[src/verilog/sshift_defs.svh]
// Offsets, field positions, reset values and counts of the serial shift port
`ifndef SSHIFT_DEFS_SVH
`define SSHIFT_DEFS_SVH

// ****************************************
// Register offsets
// ****************************************
`define SSP_OFF_DATA   8'hdd
`define SSP_OFF_DISARM 8'hc2
`define SSP_OFF_PCTL   8'hc0
`define SSP_OFF_PSTAT  8'hc1
`define SSP_OFF_STAT   8'hc3
`define SSP_OFF_MASK   8'hc4

// ****************************************
// Pin control fields
// ****************************************
`define SSP_PC_SCL_EN  0
`define SSP_PC_SCL_LVL 1
`define SSP_PC_SCL_OD  2
`define SSP_PC_SOUT_OD 3
`define SSP_PC_SIN_LOW 4

// ****************************************
// Reset values and counts
// ****************************************
`define SSP_RST_BYTE   8'h00
`define SSP_RST_CNT    4'h0
`define SSP_RST_PCTL   5'h00
`define SSP_LAST_BIT   4'h7

`endif

[src/verilog/sshift_pkg.sv]
// Types shared by the serial shift port
`default_nettype none

package sshift_pkg;

  // Pin drive: out level and active-low output enable per pin
  typedef struct packed {
    logic scl_out;
    logic scl_oe_n;
    logic sin_out;
    logic sin_oe_n;
    logic sout_out;
    logic sout_oe_n;
  } pins_t;

  // Whole state of the port
  typedef struct packed {
    logic [7:0] sh;
    logic [3:0] cnt;
    logic       armed;
    logic       irq_n;
    logic [7:0] disarm;
    logic [4:0] pctl;
    logic       stat;
    logic       mask;
    logic       irq;
    logic       scl_s1;
    logic       scl_s2;
    logic       scl_s3;
    logic       sin_s1;
    logic       sin_s2;
    logic [7:0] rdata;
    pins_t      pins;
  } state_t;

endpackage : sshift_pkg

`default_nettype wire

[src/verilog/simple_serial_shift_port.sv]
// Serial shift port: 8-bit shift register, bit counter, pins and registers
//
// Contract
// - Eight-bit shift register paired with a four-bit bit counter.
// - Serial data leaves and enters most significant bit first.
// - Register and counter advance on each falling serial clock edge.
// - As master software drives the clock pin by setting and clearing it.
// - After eight clocks the terminal output gates off shifting, freezing the byte.
// - Interrupt on eighth falling edge unless a data write reset the counter.
// - After processor reset the interrupt stays disabled until a data write.
// - Any data register write arms the interrupt for the next eight clocks.
// - Any write to the disarm register disarms the interrupt.
// - The interrupt request is a high-to-low transition.
// - Reset or data write clears the counter and enables the shift clock.
// - Serial input is an input unless software pulls it low; serial output is open-drain for sending.
// - Open-drain serial output connects the shift register MSB to the pin.
// - Serial input pin level stays readable through a port register.
// - As slave software may stretch the clock by driving the pin low.
// - Unused port: no data writes; a dummy disarm write disables interrupts.
`include "sshift_defs.svh"
`default_nettype none

module simple_serial_shift_port
#(
  parameter int ADDR_W = 8
)
(
  // Clock, reset and freeze
  input  wire logic              sys_clk,
  input  wire logic              arst_n,
  input  wire logic              clk_en,
  // Register port
  input  wire logic [ADDR_W-1:0] reg_addr,
  input  wire logic [7:0]        reg_wdata,
  input  wire logic              reg_wr,
  input  wire logic              reg_rd,
  output logic      [7:0]        reg_rdata,
  // Interrupts
  output logic                   byte_irq_n,
  output logic                   irq,
  // Serial pins
  input  wire logic              scl_in,
  input  wire logic              sin_in,
  output sshift_pkg::pins_t      pins
);

  // ****************************************
  // Decode
  // ****************************************

  // Address match, used for every register
  function automatic logic hit
  (
    input logic [ADDR_W-1:0] addr,
    input logic [7:0]        off
  );
    hit = (addr == ADDR_W'(off));
  endfunction : hit

  sshift_pkg::state_t st;
  sshift_pkg::state_t next_st;

  logic wr_data;
  logic wr_dis;
  logic scl_fall;
  logic count_terminal_out;
  logic shift_en;
  logic byte_done;

  // Strobe decodes
  assign wr_data = reg_wr && hit(reg_addr, `SSP_OFF_DATA);
  assign wr_dis  = reg_wr && hit(reg_addr, `SSP_OFF_DISARM);

  // Falling edge seen on the second and third sync stages only
  assign scl_fall = st.scl_s3 & ~st.scl_s2;

  // Counter bit 3 ends the byte; low means clock is gated off
  assign count_terminal_out = ~st.cnt[3];

  assign shift_en = scl_fall && count_terminal_out;

  // Eighth edge, not cancelled by a write in the same cycle
  assign byte_done = shift_en
                     && (st.cnt == `SSP_LAST_BIT)
                     && st.armed
                     && !wr_data
                     && !wr_dis;

  // ****************************************
  // Next state
  // ****************************************

  // All next values, built on one copy of the state
  always_comb
  begin
    next_st       = st;
    next_st.rdata = 8'h00;

    // Two-stage synchronisers; the clock pin also feeds an edge stage
    next_st.scl_s1 = scl_in;
    next_st.scl_s2 = st.scl_s1;
    next_st.scl_s3 = st.scl_s2;
    next_st.sin_s1 = sin_in;
    next_st.sin_s2 = st.sin_s1;

    // Shift toward the MSB with the pin into the LSB
    if (shift_en)
    begin
      next_st.sh  = {st.sh[6:0], st.sin_s2};
      next_st.cnt = st.cnt + 4'h1;
    end

    // Request falls on the eighth edge and stays low
    if (byte_done)
    begin
      next_st.irq_n = 1'b0;
    end

    // A data write restarts the byte; it overrides any shift this cycle
    if (wr_data)
    begin
      next_st.sh    = reg_wdata;
      next_st.cnt   = `SSP_RST_CNT;
      next_st.armed = 1'b1;
      next_st.irq_n = 1'b1;
    end

    // Any value disarms; the byte itself keeps going
    if (wr_dis)
    begin
      next_st.disarm = reg_wdata;
      next_st.armed  = 1'b0;
      next_st.irq_n  = 1'b1;
    end

    // Pin configuration
    if (reg_wr && hit(reg_addr, `SSP_OFF_PCTL))
    begin
      next_st.pctl = reg_wdata[4:0];
    end

    if (reg_wr && hit(reg_addr, `SSP_OFF_MASK))
    begin
      next_st.mask = reg_wdata[0];
    end

    // Write one to clear; a new event in the same cycle wins
    if (reg_wr && hit(reg_addr, `SSP_OFF_STAT) && reg_wdata[0])
    begin
      next_st.stat = 1'b0;
    end

    if (byte_done)
    begin
      next_st.stat = 1'b1;
    end

    // Read data stand only in the cycle after the strobe
    if (reg_rd)
    begin
      case (1'b1)
        hit(reg_addr, `SSP_OFF_DATA):
          next_st.rdata = st.sh;
        hit(reg_addr, `SSP_OFF_DISARM):
          next_st.rdata = st.disarm;
        hit(reg_addr, `SSP_OFF_PCTL):
          next_st.rdata = {3'h0, st.pctl};
        hit(reg_addr, `SSP_OFF_PSTAT):
          next_st.rdata = {1'b0,
                           st.cnt,
                           count_terminal_out,
                           st.scl_s2,
                           st.sin_s2};
        hit(reg_addr, `SSP_OFF_STAT):
          next_st.rdata = {7'h00, st.stat};
        hit(reg_addr, `SSP_OFF_MASK):
          next_st.rdata = {7'h00, st.mask};
        default:
          next_st.rdata = 8'h00;
      endcase
    end

    // Clock pin: push-pull, or open-drain that only ever pulls low
    next_st.pins.scl_out  = next_st.pctl[`SSP_PC_SCL_LVL];
    next_st.pins.scl_oe_n = ~(next_st.pctl[`SSP_PC_SCL_EN]
                              && (!next_st.pctl[`SSP_PC_SCL_OD]
                                  || !next_st.pctl[`SSP_PC_SCL_LVL]));

    // Input pin is released unless software pulls it low as acknowledge
    next_st.pins.sin_out  = 1'b0;
    next_st.pins.sin_oe_n = ~next_st.pctl[`SSP_PC_SIN_LOW];

    // Open-drain output follows the MSB; a one releases the line
    next_st.pins.sout_out  = 1'b0;
    next_st.pins.sout_oe_n = next_st.pctl[`SSP_PC_SOUT_OD]
                             ? next_st.sh[7]
                             : 1'b1;

    // Level interrupt from the sticky bit and its mask
    next_st.irq = next_st.stat & next_st.mask;
  end

  // ****************************************
  // State register
  // ****************************************

  // Power-on reset clears the counter and leaves the interrupt disarmed
  always_ff @(posedge sys_clk or negedge arst_n)
  begin
    if (!arst_n)
    begin
      st                <= '0;
      st.sh             <= `SSP_RST_BYTE;
      st.cnt            <= `SSP_RST_CNT;
      st.armed          <= 1'b0;
      st.irq_n          <= 1'b1;
      st.pctl           <= `SSP_RST_PCTL;
      st.scl_s1         <= 1'b1;
      st.scl_s2         <= 1'b1;
      st.scl_s3         <= 1'b1;
      st.pins.scl_oe_n  <= 1'b1;
      st.pins.sin_oe_n  <= 1'b1;
      st.pins.sout_oe_n <= 1'b1;
    end
    else if (clk_en)
    begin
      st <= next_st;
    end
  end

  // Outputs straight from the state flip-flops
  assign reg_rdata  = st.rdata;
  assign byte_irq_n = st.irq_n;
  assign irq        = st.irq;
  assign pins       = st.pins;
endmodule : simple_serial_shift_port

`default_nettype wire

[config.mk]
export PLATFORM = sky130hd
export DESIGN_NAME = simple_serial_shift_port
export DESIGN_NICKNAME = d
export VERILOG_FILES = /design/src/verilog/sshift_pkg.sv /design/src/verilog/simple_serial_shift_port.sv
export VERILOG_INCLUDE_DIRS = /design/src /design/src/verilog
export SDC_FILE = /design/constraint.sdc
export NUM_CORES = 1
export LEC_CHECK = 0
export BUFFER_PORTS_ARGS = -buffer_cell sky130_fd_sc_hd__buf_4
export CORE_MARGIN = 10
export CORE_UTILIZATION = 35
export CTS_CLUSTER_SIZE = 25
export DETAILED_ROUTE_END_ITERATION = 12
export PLACE_DENSITY = 0.58
export RECOVER_POWER = 100
export REMOVE_ABC_BUFFERS = 1
export SLEW_MARGIN = 20
export SYNTH_ARGS = -nofsm -noshare
export SYNTH_HDL_FRONTEND = slang
export SYNTH_SLANG_ARGS = --single-unit
export TNS_END_PERCENT = 20
[constraint.sdc]
create_clock -name sys_clk -period 1.33 [get_ports sys_clk]
set_input_delay 0.0665 -clock sys_clk [delete_from_list [all_inputs] [get_ports sys_clk]]
set_output_delay 0.0665 -clock sys_clk [all_outputs]
set_load 0.01 [all_outputs]
==> run metrics <==
pin count of the biggest net entering global routing between 40 and 50; crit path buf inv count 1; DRC 0; Final Cell Area approximately 3100 sq um; CP Launch Type flop; ant diodes 0; synthesis-to-finish area growth 27.90%; failing checks negative setup slack; Max-Slew Margin vs Limit 0.2211; initial antenna violation count 0; Final Setup Violations 19; worst vdd ir 0.0004419 V; drt first pass iters 5; Worst Hold Class input pin to flop; Req. time, crit path 1.57 ns; clock root cell clkbuf_8; Synth Instances 246; max-slew violations 0; Seq/Total Area, Yosys 0.4737; non-filler cells, final a little over 400; Ports 39; WL met1 between 3 and 4 mm; Arrival @ worst endpoint around 1.7 ns; final wirelength between 6 and 7 mm; hold path depth 3; H-tree levels 2; Fmax ~0.70 GHz; Yosys top cell by area dfrtp_1; most frequent cells in the layout buf_4, dfrtp_1, nand2_1; core area 6794 sq um; synthesis-stage register bit count between 40 and 50; Setup CP Type flop to flop; DIE HEIGHT slightly above 100 um; GPL Wtd Cong slightly below 0.9; reg-to-reg endpoint pins[0]$_DFFE_PN1P_; vias in the first global route approximately 2100; CP endpoint kind flop; nets about 330; DR top layer met4; synth warn 0; clock latency on the worst-skew pair roughly 0.31 ns; Post-synth ARST share 1.000; worst stage delay on the critical path between 0.5 and 0.6 ns; initial core utilization 0.3604; Pleak about 1.4 nW; crit path max-delay cell type dfstp_2; run status finished with violations; Synth area leaders dfrtp_1, dfstp_2, nand2_1, buf_4, mux2_2; wire per inst about 17 um; Crit path max-delay family flip-flops; worst hold start reg_wdata[0]; unrepaired setup endpoints after global routing true; Cell Chain, Critical Path nor3b_2 -> buf_4 -> mux2i_1 -> a21oi_1 -> a211o_1; WHS ~0.019 ns; period utilisation layout 1.080; Worst Hold Path EP st[27]$_DFFE_PN0P_; flop-to-flop setup slack -0.11 ns; Max Cap Viol 0; Remaining Overflow, GRT 0; most common cell after layout, fill and taps aside buf_4; Post-synth EDFFs 0; CTS max path bufs 2; routed vias/inst between 5 and 6; reg2reg start st[16]$_DFFE_PN1P_; GRT Util Overall 0.1270; Antenna Nets Post-Route 0; CTS sink count 46; Post-synth top flop dfrtp_1; final-layout fill cell count ~680; Yosys top cell area share 0.3986; die area 10740 sq um; crit path max fanout 6; Final Critical Period 1.436 ns; layout cell share with drive strength beyond 1 0.2880; met3 WL 313 um; post-synthesis cell area ~2400 sq um; dpl hpwl between 4 and 5 mm; Avg Inst Size Synth 9.954 sq um; Synth cell types 47; first-pass GRT wire length ~11 mm; Slew @ Worst Pin approximately 1.2 ns; skew final between 0.007 and 0.008 ns; met2 wire len 3.070 mm; via count roughly 2000; Die Width approximately 100 um; DRT iter0 DRCs around 100; CTS clk-pin slew, worst paths approximately 0.09 ns; port buffer count 36; Num CTS Buffers 5; Row Count 30; PwrDens ~1200 nW/um^2; Cells after DPL 386; CTS tree done; total placed instance area between 2000 and 3000 sq um; post-route setup slack -0.1059 ns; path depth of the worst reg2reg path 5; Hold Violations, Final 0
worst reg2reg max path, cell delays in order (launching register included):
cell     delay (ns)
dfstp_2        0.53
nor3b_2        0.15
buf_4          0.17
mux2i_1        0.19
a21oi_1        0.10
a211o_1        0.23
kinds of logic (layout without fill, tap and decap cells):
logic type	count (synthesis)	count (layout)	synth area share
simple gates	81	81	0.1763
compound gates	62	62	0.1732
flops	46	46	0.4737
buf+inv	36	98	0.08636
mux	19	19	0.08380
fa+ha+maj	1	1	0.005109
other cells	1	2	0.001531
sequential cells by signal, summed over array words and instances (netlist names):
register,count
byte_irq_n,1
irq,1
next_st,3
pins,3
reg_rdata,8
st,30
how the worst max path moves through the flow:
stage | startpoint | endpoint | slack [ns] | depth (start not counted)
4_1_cts | st[16]$_DFFE_PN1P_ | pins[0]$_DFFE_PN1P_ | -0.12 | 5
2_1_floorplan | st[16]$_DFFE_PN1P_ | pins[0]$_DFFE_PN1P_ | -0.14 | 4
3_3_place_gp | reg_addr[3] | st[26]$_DFFE_PN0P_ | -0.20 | 6
6_report | st[16]$_DFFE_PN1P_ | pins[0]$_DFFE_PN1P_ | -0.11 | 5
5_1_grt | st[16]$_DFFE_PN1P_ | pins[0]$_DFFE_PN1P_ | -0.17 | 5
3_5_place_dp | reg_addr[3] | st[26]$_DFFE_PN0P_ | -0.19 | 6
layer usage:
layer,up-vias,GRT usage
met5,-,0
met4,0,0.04133
met3,6,0.02788
met2,61,0.1959
met1,983,0.1708
li1,995,-
cell usage after synthesis, types with 2 or more instances:
cell and number:
a21oi_1 14, a22o_1 3, a22oi_1 3, a31oi_1 3, a32oi_1 2, and3_1 4
and4b_1 2, buf_2 7, buf_4 16, clkbuf_1 2, dfrtp_1 39, dfstp_2 7
inv_1 9, mux2_1 4, mux2_2 8, mux2i_1 7, nand2_1 33, nand3_1 5
nand3b_1 2, nand4_1 6, nor2_1 19, nor2b_1 2, o21a_1 3, o21ai_0 9
o22ai_1 8, o2bb2ai_1 4, o311a_1 2, o32ai_1 4
where the power goes:
part	switching [mW]	leakage (nW)	internal [mW]	total, mW
clock	0.517	0.0714	0.802	1.32
sequential	0.171	0.573	1.62	1.79
combinational	0.402	0.773	0.396	0.798
total	1.09	1.42	2.82	3.91
final cells by class:
type / count / area, sq um / area share
multi-input combinational: 165 / 1085 / 0.3464
sequential: 46 / 1160 / 0.3704
clock buffer: 6 / 82.58 / 0.02637
clock inverter: 2 / 60.06 / 0.01918
tap: 96 / 120.1 / 0.03835
inverter: 9 / 33.78 / 0.01079
timing repair buffer: 81 / 590.6 / 0.1886
through the flow:
step	utilization	power, mW	setup TNS, ns	setup WS [ns]
2_1_floorplan	-	2.156	-1.020	-0.1401
3_3_place_gp	0.4317	2.559	-3.681	-0.1968
3_5_place_dp	0.4317	2.586	-4.049	-0.1930
4_1_cts	0.4696	3.936	-1.028	-0.1164
5_1_grt	0.4610	4.108	-8.165	-0.1715
6_report	0.4610	3.908	-1.145	-0.1059
what timing repair did:
item,4_1_cts,5_1_grt
hold buffers,10,0
pin swaps,1,4
gates cloned,0,0
endpoints found under the setup margin,14,17
gates resized for setup,4,6
endpoints found under the hold margin,49,0
buffers inserted,1,0
(Power assumes the default switching activity.)
